--- src/verilog/mfh_pkg.sv ---
// Register map, field layout, reset values and timing of the modem FIFO block
package mfh_pkg;
	// Register offsets
	localparam logic [7:0] MFH_ADDR_STATUS = 8'h20;
	localparam logic [7:0] MFH_ADDR_MASK = 8'h21;
	localparam logic [7:0] MFH_ADDR_CTRL = 8'h22;
	localparam logic [7:0] MFH_ADDR_TXQ = 8'h23;
	localparam logic [7:0] MFH_ADDR_RXQ = 8'h24;
	localparam logic [7:0] MFH_ADDR_THR = 8'h25;
	localparam logic [7:0] MFH_ADDR_BABBLE = 8'h27;
	// Reset values
	localparam logic [15:0] MFH_QUEUE_RESET = 16'h0200;
	localparam logic [15:0] MFH_MASK_RESET = 16'h0024;
	localparam logic [7:0] MFH_THR_RESET = 8'h00;
	localparam logic [7:0] MFH_BABBLE_RESET = 8'h00;
	localparam logic [15:0] MFH_RDATA_RESET = 16'h0000;
	// Queue register fields
	localparam int MFH_LEVEL_LSB = 12;
	localparam int MFH_LEVEL_W = 4;
	localparam int MFH_LVL_FLAG_BIT = 11;
	localparam int MFH_FULL_BIT = 10;
	localparam int MFH_EMPTY_BIT = 9;
	localparam int MFH_PARITY_BIT = 8;
	localparam int MFH_ENTRY_W = 9;
	// Threshold and control fields
	localparam int MFH_TX_THR_LSB = 4;
	localparam int MFH_RX_THR_LSB = 0;
	localparam int MFH_THR_W = 4;
	localparam int MFH_CTRL_LOOP_BIT = 2;
	// Status fields
	localparam int MFH_ST_EV_LSB = 2;
	localparam int MFH_ST_EV_W = 6;
	localparam int MFH_ST_TX_EMPTY = 2;
	localparam int MFH_ST_TX_FULL = 3;
	localparam int MFH_ST_INHIBIT = 13;
	// Queue depth
	localparam int MFH_FIFO_DEPTH = 15;
	// Timing
	localparam int MFH_CLK_PERIOD_NS = 4;
	localparam int MFH_BABBLE_UNIT_NS = 2048000;
	localparam int MFH_BABBLE_UNIT_CYC = MFH_BABBLE_UNIT_NS / MFH_CLK_PERIOD_NS;
	// Line figures of the two modes
	localparam int MFH_MANCH_BIT_RATE_BPS = 31250;
	localparam int MFH_TONE_MARK_HZ = 1200;
	localparam int MFH_TONE_SPACE_HZ = 2200;
	// Device clock choices
	typedef enum logic [1:0] {
		MFH_CLK_1M2288 = 2'b00,
		MFH_CLK_3M686 = 2'b01,
		MFH_CLK_4M = 2'b10
	} mfh_clk_e;
	typedef enum logic [1:0] {
		MFH_BAB_IDLE = 2'b00,
		MFH_BAB_COUNT = 2'b01,
		MFH_BAB_INHIBIT = 2'b10
	} mfh_bab_e;
endpackage
--- src/verilog/mfh_babble_timer.sv ---
// Transmit babble guard: cuts a transmission that runs past its time limit
`timescale 1ns/1ps
module mfh_babble_timer import mfh_pkg::*; #(
	parameter int UNIT_CYC = MFH_BABBLE_UNIT_CYC
) (
	input wire logic core_clk_i,
	input wire logic rst_i,
	input wire logic ce_i,
	input wire logic tx_active_i,
	input wire logic [7:0] limit_i,
	output logic inhibit_o,
	output logic start_o,
	output logic end_o
);
	localparam int PW = (UNIT_CYC > 1) ? $clog2(UNIT_CYC) : 1;
	mfh_bab_e state;
	mfh_bab_e next_state;
	logic [PW-1:0] pre;
	logic [7:0] ticks;
	logic tick;

	assign tick = (pre == PW'(UNIT_CYC - 1));

	always_comb begin
		next_state = state;
		case (state)
			MFH_BAB_IDLE: begin
				if (tx_active_i && (limit_i != 8'h00)) begin
					next_state = MFH_BAB_COUNT;
				end
			end
			MFH_BAB_COUNT: begin
				if (!tx_active_i) begin
					next_state = MFH_BAB_IDLE;
				end else if (tick && (8'(ticks + 1'b1) >= limit_i)) begin
					next_state = MFH_BAB_INHIBIT;
				end
			end
			MFH_BAB_INHIBIT: begin
				if (!tx_active_i) begin
					next_state = MFH_BAB_IDLE;
				end
			end
			default: next_state = MFH_BAB_IDLE;
		endcase
	end

	always_ff @(posedge core_clk_i) begin
		if (rst_i) begin
			state <= MFH_BAB_IDLE;
		end else if (ce_i) begin
			state <= next_state;
		end
	end

	// Prescaler and unit count restart whenever counting is left
	always_ff @(posedge core_clk_i) begin
		if (rst_i) begin
			pre <= '0;
			ticks <= 8'h00;
		end else if (ce_i) begin
			if (state != MFH_BAB_COUNT) begin
				pre <= '0;
				ticks <= 8'h00;
			end else if (tick) begin
				pre <= '0;
				ticks <= 8'(ticks + 1'b1);
			end else begin
				pre <= PW'(pre + 1'b1);
			end
		end
	end

	always_ff @(posedge core_clk_i) begin
		if (rst_i) begin
			inhibit_o <= 1'b0;
			start_o <= 1'b0;
			end_o <= 1'b0;
		end else if (ce_i) begin
			inhibit_o <= (next_state == MFH_BAB_INHIBIT);
			start_o <= (next_state == MFH_BAB_INHIBIT) &&
				(state != MFH_BAB_INHIBIT);
			end_o <= (state == MFH_BAB_INHIBIT) &&
				(next_state != MFH_BAB_INHIBIT);
		end
	end

	AST_BABBLE_DISABLED: assert property (@(posedge core_clk_i)
		disable iff (rst_i)
		(ce_i && (limit_i == 8'h00) && (state == MFH_BAB_IDLE))
		|=> !inhibit_o)
		else $error("babble guard fired with a zero limit");
endmodule // mfh_babble_timer

--- src/verilog/mfh_fifo.sv ---
// Byte queue with its own storage, level count and registered head entry
`timescale 1ns/1ps
module mfh_fifo import mfh_pkg::*; #(
	parameter int W = 9,
	parameter int DEPTH = 15,
	parameter int LW = 4
) (
	input wire logic core_clk_i,
	input wire logic rst_i,
	input wire logic ce_i,
	input wire logic push_i,
	input wire logic [W-1:0] push_data_i,
	input wire logic pop_i,
	output logic [W-1:0] head_o,
	output logic [LW-1:0] level_o,
	output logic full_o,
	output logic empty_o
);
	logic [W-1:0] mem [DEPTH];
	logic [LW-1:0] wr_ptr;
	logic [LW-1:0] rd_ptr;
	logic [LW-1:0] next_rd_ptr;
	logic do_push;
	logic do_pop;

	function automatic logic [LW-1:0] wrap_inc(input logic [LW-1:0] p);
		return (p == LW'(DEPTH - 1)) ? '0 : LW'(p + 1'b1);
	endfunction

	assign full_o = (level_o == LW'(DEPTH));
	assign empty_o = (level_o == '0);
	// Full refuses a push even with a pop, so no slot is overwritten
	assign do_push = push_i && !full_o;
	assign do_pop = pop_i && !empty_o;
	assign next_rd_ptr = do_pop ? wrap_inc(rd_ptr) : rd_ptr;

	always_ff @(posedge core_clk_i) begin
		if (ce_i && do_push) begin
			mem[wr_ptr] <= push_data_i;
		end
	end

	always_ff @(posedge core_clk_i) begin
		if (rst_i) begin
			wr_ptr <= '0;
			rd_ptr <= '0;
		end else if (ce_i) begin
			if (do_push) begin
				wr_ptr <= wrap_inc(wr_ptr);
			end
			rd_ptr <= next_rd_ptr;
		end
	end

	always_ff @(posedge core_clk_i) begin
		if (rst_i) begin
			level_o <= '0;
		end else if (ce_i) begin
			level_o <= LW'(level_o + LW'(do_push) - LW'(do_pop));
		end
	end

	// Bypass keeps the head current when a push lands on the next slot
	always_ff @(posedge core_clk_i) begin
		if (rst_i) begin
			head_o <= '0;
		end else if (ce_i) begin
			if (do_push && (wr_ptr == next_rd_ptr)) begin
				head_o <= push_data_i;
			end else begin
				head_o <= mem[next_rd_ptr];
			end
		end
	end
endmodule // mfh_fifo

--- src/verilog/mfh_modem_fifo.sv ---
// Host-side queue registers, mode pins and babble guard of the modem
// Summary of operation
// - Host writes transmit byte to bits 7-0 of transmit port; device queues it.
// - Receive port bit 8 shows odd parity of the received byte.
// - Receive port bits 7-0 return next demodulated byte; register read-only.
// - Bits 15-12 of each queue port give that queue's entry count.
// - Bit 11 of each queue port sets once level reaches its threshold.
// - Bit 10 of each queue port is set while that queue is full.
// - Bit 9 set while queue empty; both ports reset to 0x0200.
// - Host programs thresholds 1 to 15; device compares queue level to them.
// - Threshold bits 7-4 belong to modulator-side queue, read/write, reset zero.
// - Threshold bits 3-0 belong to demodulator-side queue; bits 15-8 read zero.
// - Babble timeout is bits 7-0 times 2.048 ms; upper bits reserved.
// - Clock-configuration pins choose tone mode or Manchester bus mode.
// - Manchester mode runs 31.25 kbit/s; tone mode uses 1200/2200 Hz.
// - Device clock is 1.2288 or 3.686 MHz in tone, 4 MHz Manchester.
// - Configuration pins with crystal pin pick internal oscillator or external clock.
// - Filter-select high uses internal bandpass filter; low the external path.
// - Loopback enable in control register feeds transmit queue into receive queue.
// - Masked queue events stay visible in status but never raise irq.
// - Status register bits 3 and 2 mirror transmit queue full and empty.
`timescale 1ns/1ps
module mfh_modem_fifo import mfh_pkg::*; #(
	parameter int DEPTH = MFH_FIFO_DEPTH,
	parameter int BABBLE_UNIT_CYC = MFH_BABBLE_UNIT_CYC
) (
	input wire logic core_clk_i,
	input wire logic rst_i,
	input wire logic ce_i,
	input wire logic [7:0] reg_addr_i,
	input wire logic reg_wr_i,
	input wire logic reg_rd_i,
	input wire logic [15:0] reg_wdata_i,
	output logic [15:0] reg_rdata_o,
	output logic [7:0] tx_data_o,
	output logic tx_parity_o,
	output logic tx_valid_o,
	input wire logic tx_ready_i,
	input wire logic tx_active_i,
	input wire logic [7:0] rx_data_i,
	input wire logic rx_valid_i,
	output logic rx_ready_o,
	input wire logic [1:0] clock_config_pins_i,
	input wire logic crystal_select_pin_i,
	input wire logic internal_filter_select_i,
	output logic manchester_bus_mode_o,
	output mfh_clk_e device_clock_sel_o,
	output logic ext_clock_src_o,
	output logic internal_filter_en_o,
	output logic babble_inhibit_o,
	output logic babble_inhibit_start_event_o,
	output logic babble_inhibit_end_event_o,
	output logic irq_o
);
	localparam int LW = MFH_LEVEL_W;

	////////////////////////////////////////////////////////////////////////
	// Registers written by the host
	logic [15:0] irq_mask;
	logic loopback_enable;
	logic [MFH_THR_W-1:0] modulator_side_threshold;
	logic [MFH_THR_W-1:0] demodulator_side_threshold;
	logic [7:0] babble_timeout_setting;
	logic wr_hit;

	assign wr_hit = ce_i && reg_wr_i;

	always_ff @(posedge core_clk_i) begin
		if (rst_i) begin
			irq_mask <= MFH_MASK_RESET;
			loopback_enable <= 1'b0;
			modulator_side_threshold <= MFH_THR_RESET[MFH_TX_THR_LSB +: 4];
			demodulator_side_threshold <= MFH_THR_RESET[MFH_RX_THR_LSB +: 4];
			babble_timeout_setting <= MFH_BABBLE_RESET;
		end else if (wr_hit) begin
			case (reg_addr_i)
				MFH_ADDR_MASK: irq_mask <= reg_wdata_i;
				MFH_ADDR_CTRL: begin
					loopback_enable <= reg_wdata_i[MFH_CTRL_LOOP_BIT];
				end
				MFH_ADDR_THR: begin
					modulator_side_threshold <=
						reg_wdata_i[MFH_TX_THR_LSB +: MFH_THR_W];
					demodulator_side_threshold <=
						reg_wdata_i[MFH_RX_THR_LSB +: MFH_THR_W];
				end
				MFH_ADDR_BABBLE: babble_timeout_setting <= reg_wdata_i[7:0];
				default: begin
				end
			endcase
		end
	end

	////////////////////////////////////////////////////////////////////////
	// The two queues
	logic [MFH_ENTRY_W-1:0] tx_head;
	logic [MFH_ENTRY_W-1:0] rx_head;
	logic [MFH_ENTRY_W-1:0] rx_push_data;
	logic [LW-1:0] tx_level;
	logic [LW-1:0] rx_level;
	logic tx_full;
	logic tx_empty;
	logic rx_full;
	logic rx_empty;
	logic tx_push;
	logic tx_pop;
	logic rx_push;
	logic rx_pop;
	logic tx_lvl_flag;
	logic rx_lvl_flag;

	// Parity bit is stored as the host gave it, never recomputed
	assign tx_push = reg_wr_i && (reg_addr_i == MFH_ADDR_TXQ);
	// Babble guard holds the queue so no byte is lost while cut off
	assign tx_pop = !tx_empty && !babble_inhibit_o &&
		(loopback_enable ? !rx_full : tx_ready_i);
	assign tx_valid_o = !tx_empty && !loopback_enable && !babble_inhibit_o;
	assign tx_data_o = tx_head[7:0];
	assign tx_parity_o = tx_head[MFH_PARITY_BIT];

	assign rx_ready_o = !rx_full && !loopback_enable;
	assign rx_push = loopback_enable ? tx_pop : rx_valid_i;
	assign rx_push_data = loopback_enable ? tx_head :
		{~^rx_data_i, rx_data_i};
	assign rx_pop = reg_rd_i && (reg_addr_i == MFH_ADDR_RXQ);

	mfh_fifo #(.W(MFH_ENTRY_W), .DEPTH(DEPTH), .LW(LW)) u_tx_fifo (
		.core_clk_i(core_clk_i),
		.rst_i(rst_i),
		.ce_i(ce_i),
		.push_i(tx_push),
		.push_data_i(reg_wdata_i[MFH_ENTRY_W-1:0]),
		.pop_i(tx_pop),
		.head_o(tx_head),
		.level_o(tx_level),
		.full_o(tx_full),
		.empty_o(tx_empty)
	);

	mfh_fifo #(.W(MFH_ENTRY_W), .DEPTH(DEPTH), .LW(LW)) u_rx_fifo (
		.core_clk_i(core_clk_i),
		.rst_i(rst_i),
		.ce_i(ce_i),
		.push_i(rx_push),
		.push_data_i(rx_push_data),
		.pop_i(rx_pop),
		.head_o(rx_head),
		.level_o(rx_level),
		.full_o(rx_full),
		.empty_o(rx_empty)
	);

	// A zero threshold is outside the legal range and never raises the flag
	assign tx_lvl_flag = (modulator_side_threshold != '0) &&
		(tx_level >= modulator_side_threshold);
	assign rx_lvl_flag = (demodulator_side_threshold != '0) &&
		(rx_level >= demodulator_side_threshold);

	////////////////////////////////////////////////////////////////////////
	// Status, interrupt and read data
	logic [MFH_ST_EV_W-1:0] queue_events;
	logic [15:0] status_word;
	logic [15:0] next_rdata;

	assign queue_events = {rx_lvl_flag, rx_full, rx_empty,
		tx_lvl_flag, tx_full, tx_empty};

	always_comb begin
		status_word = 16'h0000;
		status_word[MFH_ST_EV_LSB +: MFH_ST_EV_W] = queue_events;
		status_word[MFH_ST_INHIBIT] = babble_inhibit_o;
	end

	always_ff @(posedge core_clk_i) begin
		if (rst_i) begin
			irq_o <= 1'b0;
		end else if (ce_i) begin
			irq_o <= |(queue_events &
				~irq_mask[MFH_ST_EV_LSB +: MFH_ST_EV_W]);
		end
	end

	always_comb begin
		next_rdata = 16'h0000;
		case (reg_addr_i)
			MFH_ADDR_STATUS: next_rdata = status_word;
			MFH_ADDR_MASK: next_rdata = irq_mask;
			MFH_ADDR_CTRL: next_rdata[MFH_CTRL_LOOP_BIT] = loopback_enable;
			MFH_ADDR_TXQ: begin
				next_rdata[MFH_LEVEL_LSB +: LW] = tx_level;
				next_rdata[MFH_LVL_FLAG_BIT] = tx_lvl_flag;
				next_rdata[MFH_FULL_BIT] = tx_full;
				next_rdata[MFH_EMPTY_BIT] = tx_empty;
			end
			MFH_ADDR_RXQ: begin
				next_rdata[MFH_LEVEL_LSB +: LW] = rx_level;
				next_rdata[MFH_LVL_FLAG_BIT] = rx_lvl_flag;
				next_rdata[MFH_FULL_BIT] = rx_full;
				next_rdata[MFH_EMPTY_BIT] = rx_empty;
				if (!rx_empty) begin
					next_rdata[MFH_ENTRY_W-1:0] = rx_head;
				end
			end
			MFH_ADDR_THR: begin
				next_rdata[MFH_TX_THR_LSB +: MFH_THR_W] =
					modulator_side_threshold;
				next_rdata[MFH_RX_THR_LSB +: MFH_THR_W] =
					demodulator_side_threshold;
			end
			MFH_ADDR_BABBLE: next_rdata[7:0] = babble_timeout_setting;
			default: next_rdata = 16'h0000;
		endcase
	end

	always_ff @(posedge core_clk_i) begin
		if (rst_i) begin
			reg_rdata_o <= MFH_RDATA_RESET;
		end else if (ce_i && reg_rd_i) begin
			reg_rdata_o <= next_rdata;
		end
	end

	////////////////////////////////////////////////////////////////////////
	// Mode, clock and filter pins
	logic [3:0] pin_meta;
	logic [3:0] pin_sync;

	// First stage feeds only the second; pins may move at any time
	always_ff @(posedge core_clk_i) begin
		if (rst_i) begin
			pin_meta <= 4'h0;
			pin_sync <= 4'h0;
		end else if (ce_i) begin
			pin_meta <= {internal_filter_select_i, crystal_select_pin_i,
				clock_config_pins_i};
			pin_sync <= pin_meta;
		end
	end

	always_ff @(posedge core_clk_i) begin
		if (rst_i) begin
			manchester_bus_mode_o <= 1'b0;
			device_clock_sel_o <= MFH_CLK_1M2288;
			ext_clock_src_o <= 1'b0;
			internal_filter_en_o <= 1'b0;
		end else if (ce_i) begin
			// Manchester mode: 31.25 kbit/s; tone mode: 1200/2200 Hz
			manchester_bus_mode_o <= pin_sync[1];
			if (pin_sync[1]) begin
				device_clock_sel_o <= MFH_CLK_4M;
			end else if (pin_sync[0]) begin
				device_clock_sel_o <= MFH_CLK_3M686;
			end else begin
				device_clock_sel_o <= MFH_CLK_1M2288;
			end
			ext_clock_src_o <= pin_sync[2] || (pin_sync[1:0] == 2'b11);
			internal_filter_en_o <= pin_sync[3];
		end
	end

	////////////////////////////////////////////////////////////////////////
	// Babble guard
	mfh_babble_timer #(.UNIT_CYC(BABBLE_UNIT_CYC)) u_babble (
		.core_clk_i(core_clk_i),
		.rst_i(rst_i),
		.ce_i(ce_i),
		.tx_active_i(tx_active_i),
		.limit_i(babble_timeout_setting),
		.inhibit_o(babble_inhibit_o),
		.start_o(babble_inhibit_start_event_o),
		.end_o(babble_inhibit_end_event_o)
	);

	////////////////////////////////////////////////////////////////////////
	// Checks
	AST_TX_QUEUED: assert property (@(posedge core_clk_i)
		disable iff (rst_i)
		(wr_hit && tx_push && !tx_full && !tx_pop)
		|=> tx_level == LW'($past(tx_level) + 1'b1))
		else $error("accepted transmit write did not raise level");
	AST_TX_FULL_DROP: assert property (@(posedge core_clk_i)
		disable iff (rst_i)
		(wr_hit && tx_push && tx_full) |=> tx_level ==
			LW'($past(tx_level) - LW'($past(tx_pop))))
		else $error("write to full transmit queue changed level");

	AST_RX_POP: assert property (@(posedge core_clk_i)
		disable iff (rst_i)
		(ce_i && rx_pop && !rx_empty && !rx_push)
		|=> rx_level == LW'($past(rx_level) - 1'b1))
		else $error("receive read did not remove one entry");

	AST_RX_DATA: assert property (@(posedge core_clk_i)
		disable iff (rst_i)
		(ce_i && rx_pop && !rx_empty)
		|=> reg_rdata_o[MFH_ENTRY_W-1:0] == $past(rx_head))
		else $error("receive read returned wrong entry");

	AST_LEVEL_FIELD: assert property (@(posedge core_clk_i)
		disable iff (rst_i)
		(ce_i && reg_rd_i && reg_addr_i == MFH_ADDR_TXQ)
		|=> reg_rdata_o[MFH_LEVEL_LSB +: LW] == $past(tx_level))
		else $error("transmit level field wrong");

	AST_EMPTY_FIELD: assert property (@(posedge core_clk_i)
		disable iff (rst_i)
		(ce_i && reg_rd_i && reg_addr_i == MFH_ADDR_RXQ)
		|=> reg_rdata_o[MFH_EMPTY_BIT] == ($past(rx_level) == '0))
		else $error("receive empty bit wrong");

	AST_FULL_FIELD: assert property (@(posedge core_clk_i)
		disable iff (rst_i)
		(ce_i && reg_rd_i && reg_addr_i == MFH_ADDR_TXQ)
		|=> reg_rdata_o[MFH_FULL_BIT] == ($past(tx_level) == LW'(DEPTH)))
		else $error("transmit full bit wrong");
	AST_LEVEL_FLAG: assert property (@(posedge core_clk_i)
		disable iff (rst_i)
		(ce_i && reg_rd_i && reg_addr_i == MFH_ADDR_RXQ) |=>
			reg_rdata_o[MFH_LVL_FLAG_BIT] ==
			($past(demodulator_side_threshold) != '0 &&
			$past(rx_level) >= $past(demodulator_side_threshold)))
		else $error("receive level flag wrong");

	AST_STATUS_MIRROR: assert property (@(posedge core_clk_i)
		disable iff (rst_i)
		(ce_i && reg_rd_i && reg_addr_i == MFH_ADDR_STATUS)
		|=> reg_rdata_o[MFH_ST_TX_FULL:MFH_ST_TX_EMPTY] ==
			{$past(tx_full), $past(tx_empty)})
		else $error("status does not mirror transmit queue");

	AST_LOOPBACK: assert property (@(posedge core_clk_i)
		disable iff (rst_i)
		(ce_i && loopback_enable && !tx_empty && !rx_full &&
			!babble_inhibit_o && !rx_pop)
		|=> rx_level == LW'($past(rx_level) + 1'b1))
		else $error("loopback did not move a byte");
	AST_IRQ_MASK: assert property (@(posedge core_clk_i)
		disable iff (rst_i)
		$past(ce_i) |-> irq_o == $past(|(queue_events &
			~irq_mask[MFH_ST_EV_LSB +: MFH_ST_EV_W])))
		else $error("irq does not follow unmasked events");
endmodule // mfh_modem_fifo

--- config.mk ---
export PLATFORM = sky130hd
export DESIGN_NAME = mfh_modem_fifo
export DESIGN_NICKNAME = d
export VERILOG_FILES = /design/src/verilog/mfh_pkg.sv /design/src/verilog/mfh_babble_timer.sv /design/src/verilog/mfh_fifo.sv /design/src/verilog/mfh_modem_fifo.sv
export SDC_FILE = /design/constraint.sdc
export NUM_CORES = 1
export LEC_CHECK = 0
export BUFFER_PORTS_ARGS = -buffer_cell sky130_fd_sc_hd__buf_2
export CAP_MARGIN = 20
export CORE_ASPECT_RATIO = 1.4
export CORE_MARGIN = 2
export CORE_UTILIZATION = 40
export DETAILED_ROUTE_END_ITERATION = 16
export PLACE_DENSITY = 0.66
export SLEW_MARGIN = 20
export SYNTH_ARGS = -nofsm -noshare
export SYNTH_HDL_FRONTEND = slang
export SYNTH_HIERARCHICAL = 1
export SYNTH_SLANG_ARGS = --single-unit
export TNS_END_PERCENT = 20
--- constraint.sdc ---
create_clock -name core_clk_i -period 10 [get_ports core_clk_i]
set_input_delay 1 -clock core_clk_i [delete_from_list [all_inputs] [get_ports core_clk_i]]
set_output_delay 1 -clock core_clk_i [all_outputs]
set_load 0.05 [all_outputs]
==> reports/qor.csv <==
stage;metric;value;unit
sta;final.setup.worst_slack;5.29;ns
final_layout;final.fill_count;4359;
placement;globalplace.congestion;0.877;
floorplan;boundaryPins;80;
final_layout;area.growth.synth_to_final;11.2;%
final_layout;number_of_nets_in_the_layout;1780;
logic_synthesis;synth_adder_area_share;2.21;%
global_routing;grt_overflow;0;
power_and_ir_drop;netSwitchingPower;0.962;mW
logic_synthesis;yosys_most_used_dff;sky130_fd_sc_hd__edfxtp_1;
worst_setup_path;reg2reg_setup_slack;5.29;ns
cts;cts_hold_repair.buffers;0;
cts;cts_tree;yes;
logic_synthesis;async_reset_ff_share;0;%
sta;finalSetupViolations;0;
placement;setup_ws_pre_cts;4.87;ns
drt;route.antenna.remaining_nets;0;
global_routing;global_route_wire_length_before_repair;77300;um
cts;cts_sinks;406;
logic_synthesis;syn-num-nets;1749;
floorplan;std_cell_rows;94;
global_routing;initial_antenna_violation_count;0;
power_and_ir_drop;internal_power;2.87;mW
sta;maxClockFrequency;0.212;GHz
worst_setup_path;r2r-start;u_tx_fifo/level_o[2];
power_and_ir_drop;p_leak;7.07;nW
floorplan;die_area;48900;um^2
min_path;min_path_type;reg2reg;
global_routing;track_usage;20.3;%
worst_setup_path;required;10.39;ns
sta;max_slew_violations;0;
sta;least_margin_pin_slew;1.11;ns
logic_synthesis;synth_top_area_cell;sky130_fd_sc_hd__edfxtp_1;
logic_synthesis;syn_std_cell_area;18800;um^2
worst_setup_path;timing.critical_path.slowest_cell_delay;0.83;ns
logic_synthesis;combinational_family_with_the_most_area_after_synthesis;compound AO/OA/AOI/OAI gates;
floorplan;width_of_the_die;187;um
logic_synthesis;synth_xor_area_share;1.44;%
sta;setup_total_negative_slack;0;ns
drt;wl;50700;um
cts;cts.repair.resized;0;
sta;max-slew-margin-rel;25.9;%
power_and_ir_drop;power.share.sequential;48.2;%
worst_setup_path;worst-endpoint-arrival;5.10;ns
logic_synthesis;synth_seq_area_share;57.5;%
worst_setup_path;critical_path.endpoint_type;flop;
drt;detail_route.wl_per_cell;21.5;um
final_layout;drive_gt1_share;13.0;%
power_and_ir_drop;clkPwrFrac;41.4;%
logic_synthesis;ys_top_cells_by_area;sky130_fd_sc_hd__edfxtp_1 43%, sky130_fd_sc_hd__dfxtp_1 14%, sky130_fd_sc_hd__nor2_1 3.6%;
cts;htree_num_levels;2;
logic_synthesis;post_synth.cell_area_avg;11.3;um^2
power_and_ir_drop;sw_frac_of_total;25.1;%
drt;route.detailed.vias_per_inst;5.80;
cts;clkTransAtPathRegs;0.06;ns
logic_synthesis;postSynthCellCount;1673;
worst_setup_path;setup.worst_path.class;reg2reg;
sta;report.final.hold_viol_count;0;
power_and_ir_drop;power.share.combinational;10.5;%
global_routing;grt_max_degree;65;
logic_synthesis;post_synth_mux_area_share;2.90;%
worst_setup_path;regToRegEndpoint;u_tx_fifo/head_o[5];
cts;root_buffer;sky130_fd_sc_hd__clkbuf_16;
worst_setup_path;setup.worst_path.start_class;flop;
logic_synthesis;synthesis.yosys.warnings;6;
drt;detailedRoute.firstIterationViolations;1242;
global_routing;first_global_vias;13300;
worst_setup_path;crit_fanout;20;
min_path;hold_path_startpoint;irq_mask[12];
worst_setup_path;critical_path_depth;12;
placement;dp_hpwl;34500;um
placement;io_buffer_count;79;
sta;clock-skew-final;0.0235;ns
logic_synthesis;synth.top_cell.area_share;43.0;%
flow_run;max_cap_violations;0;
logic_synthesis;synth-compound-area-share;17.0;%
floorplan;initial_utilization;40.2;%
power_and_ir_drop;power.density_cell_area;183;nW/um^2
sta;final_min_period_over_clock_period;47.1;%
logic_synthesis;synth-simple-area-share;14.8;%
floorplan;design.core.area;46800;um^2
sta;grt_setup_unrepaired;false;
drt;drt_drc_violations_left;0;
worst_setup_path;worstPathBufferInverterCount;3;
drt;routed-via-count;13700;
logic_synthesis;yosysUniqueCellTypes;91;
worst_setup_path;timing.critical_path.slowest_stage_cell;sky130_fd_sc_hd__nor2_1;
worst_setup_path;worst_r2r_path_depth;12;
min_path;worst_hold_path.endpoint;irq_mask[12];
min_path;min_path_cells;2;
final_layout;most_common_library_cell_in_the_layout_ignoring_fill_and_taps;sky130_fd_sc_hd__edfxtp_1;
cts;setup_buffers_after_cts;0;
worst_setup_path;crit_chain;inv_1 > ha_1 > or3b_1 > inv_8 > a211oi_1 > inv_1 > o31a_2 > nor2_1 > nand2_1 > a32o_1 > a211oi_1 > o32ai_1;
logic_synthesis;number_of_enable_flip_flop_cells_after_synthesis;270;
run_status;status;finished clean;
cts;clock_path_buffers;3;
power_and_ir_drop;max-vdd-ir-drop;127;uV
final_layout;leading_cell_types_in_the_layout_fill_and_taps_excluded;270 x sky130_fd_sc_hd__edfxtp_1, 181 x sky130_fd_sc_hd__nor2_1, 136 x sky130_fd_sc_hd__dfxtp_1;
floorplan;die_y;261;um
worst_setup_path;critical-path-top-delay-family;compound AO/OA/AOI/OAI gates;
cts;clock_insertion_delay_worst_skew;0.55;ns
sta;period_minus_slack;4.71;ns
cts;cts-buffers-inserted;42;
logic_synthesis;yosys_register_bits;406;
drt;number_of_search_and_repair_iterations_in_the_first_detailed_routing_pass;8;
==> synth_stat cells, drive strengths merged, types with 8 or more instances <==
library cell / count
edfxtp: 270
nor2: 186
dfxtp: 136
o21ai: 129
nand2: 116
a21oi: 77
clkbuf: 66
nand3: 62
a221oi: 49
inv: 46
mux2i: 41
buf: 40
nor3: 36
a2bb2oi: 31
a31oi: 30
ha: 30
nand2b: 22
a211oi: 20
xnor2: 19
o311ai: 18
nand3b: 17
a211o: 16
nor3b: 16
nand4: 14
mux2: 12
xor2: 12
and2: 11
and3: 11
nor4: 11
a311oi: 9
o32ai: 9
nor2b: 8
o31ai: 8
==> worst min-delay path: stages, from the launching register on <==
cell	delay, ns
sky130_fd_sc_hd__dfxtp_1	0.31
sky130_fd_sc_hd__nand2_1	0.05
sky130_fd_sc_hd__a21oi_1	0.05
==> logic make-up after synthesis <==
| kind of cell | count (synthesis) |
|---|---|
| multiplexers | 53 |
| XOR/XNOR | 31 |
| adder cells (fa/ha/maj) | 32 |
| buffers and inverters | 153 |
| flip-flops | 406 |
| AO/OA/AOI/OAI | 451 |
| AND/OR/NAND/NOR | 547 |
==> state kept, by name (all words and copies together), names as in the netlist, 8 cells and up <==
name	flops
u_rx_fifo/head_o	9
u_babble/pre	19
u_tx_fifo/head_o	9
u_rx_fifo/mem	135
reg_rdata_o	16
irq_mask	16
babble_timeout_setting	8
u_babble/ticks	8
u_tx_fifo/mem	135
==> power by group through the flow <==
stage	Clock (mW)	Combinational [mW]	Sequential (mW)
detailed placement	0	0.397	1.88
global placement	0	0.390	1.88
floorplan	0	0.284	1.88
CTS	1.61	0.399	1.85
finish	1.59	0.401	1.85
global route	1.68	0.435	1.85
==> through the flow <==
stage	hold slack (ns)	instances	utilization (%)	area, um^2	power, mW
floorplan	0.429	1673	-	18800	2.17
global placement	0.440	2284	41.7	19500	2.27
detailed placement	0.445	2284	41.8	19500	2.28
CTS	0.454	2360	44.7	20900	3.86
global route	0.471	2360	44.7	20900	3.97
finish	0.451	2361	44.7	20900	3.84
==> worst max path at each step <==
stage                                    start                   to  slack [ns]
final                     u_tx_fifo/level_o[2]  u_tx_fifo/head_o[5]        5.29
after global routing      u_tx_fifo/level_o[2]  u_tx_fifo/head_o[1]        4.93
after CTS                 u_tx_fifo/level_o[2]  u_tx_fifo/head_o[5]        5.38
after detailed placement         reg_addr_i[4]  u_rx_fifo/head_o[6]        4.87
after global placement           reg_addr_i[4]  u_rx_fifo/head_o[6]        4.95
after floorplan                  reg_addr_i[4]  u_rx_fifo/head_o[5]        6.01
==> routing by layer <==
metal	vias to the layer above	GRT usage [%]	routed length (um)
met4	0	9.30	2200
met2	482	36.9	25700
met5	-	0	0
met1	6700	23.9	20100
li1	6387	-	-
met3	122	2.56	2600
==> area by class of cell <==
type,count,area (um^2),area share [%]
antenna,1,2.50,0.0120
clock buffer,52,1130,5.40
clock inverter,24,259,1.24
inverter,47,191,0.914
multi-input combinational,1114,7240,34.6
sequential,406,10800,51.7
tap,624,781,3.73
timing repair buffer,93,505,2.41
Power figures use the tool's default switching activity.
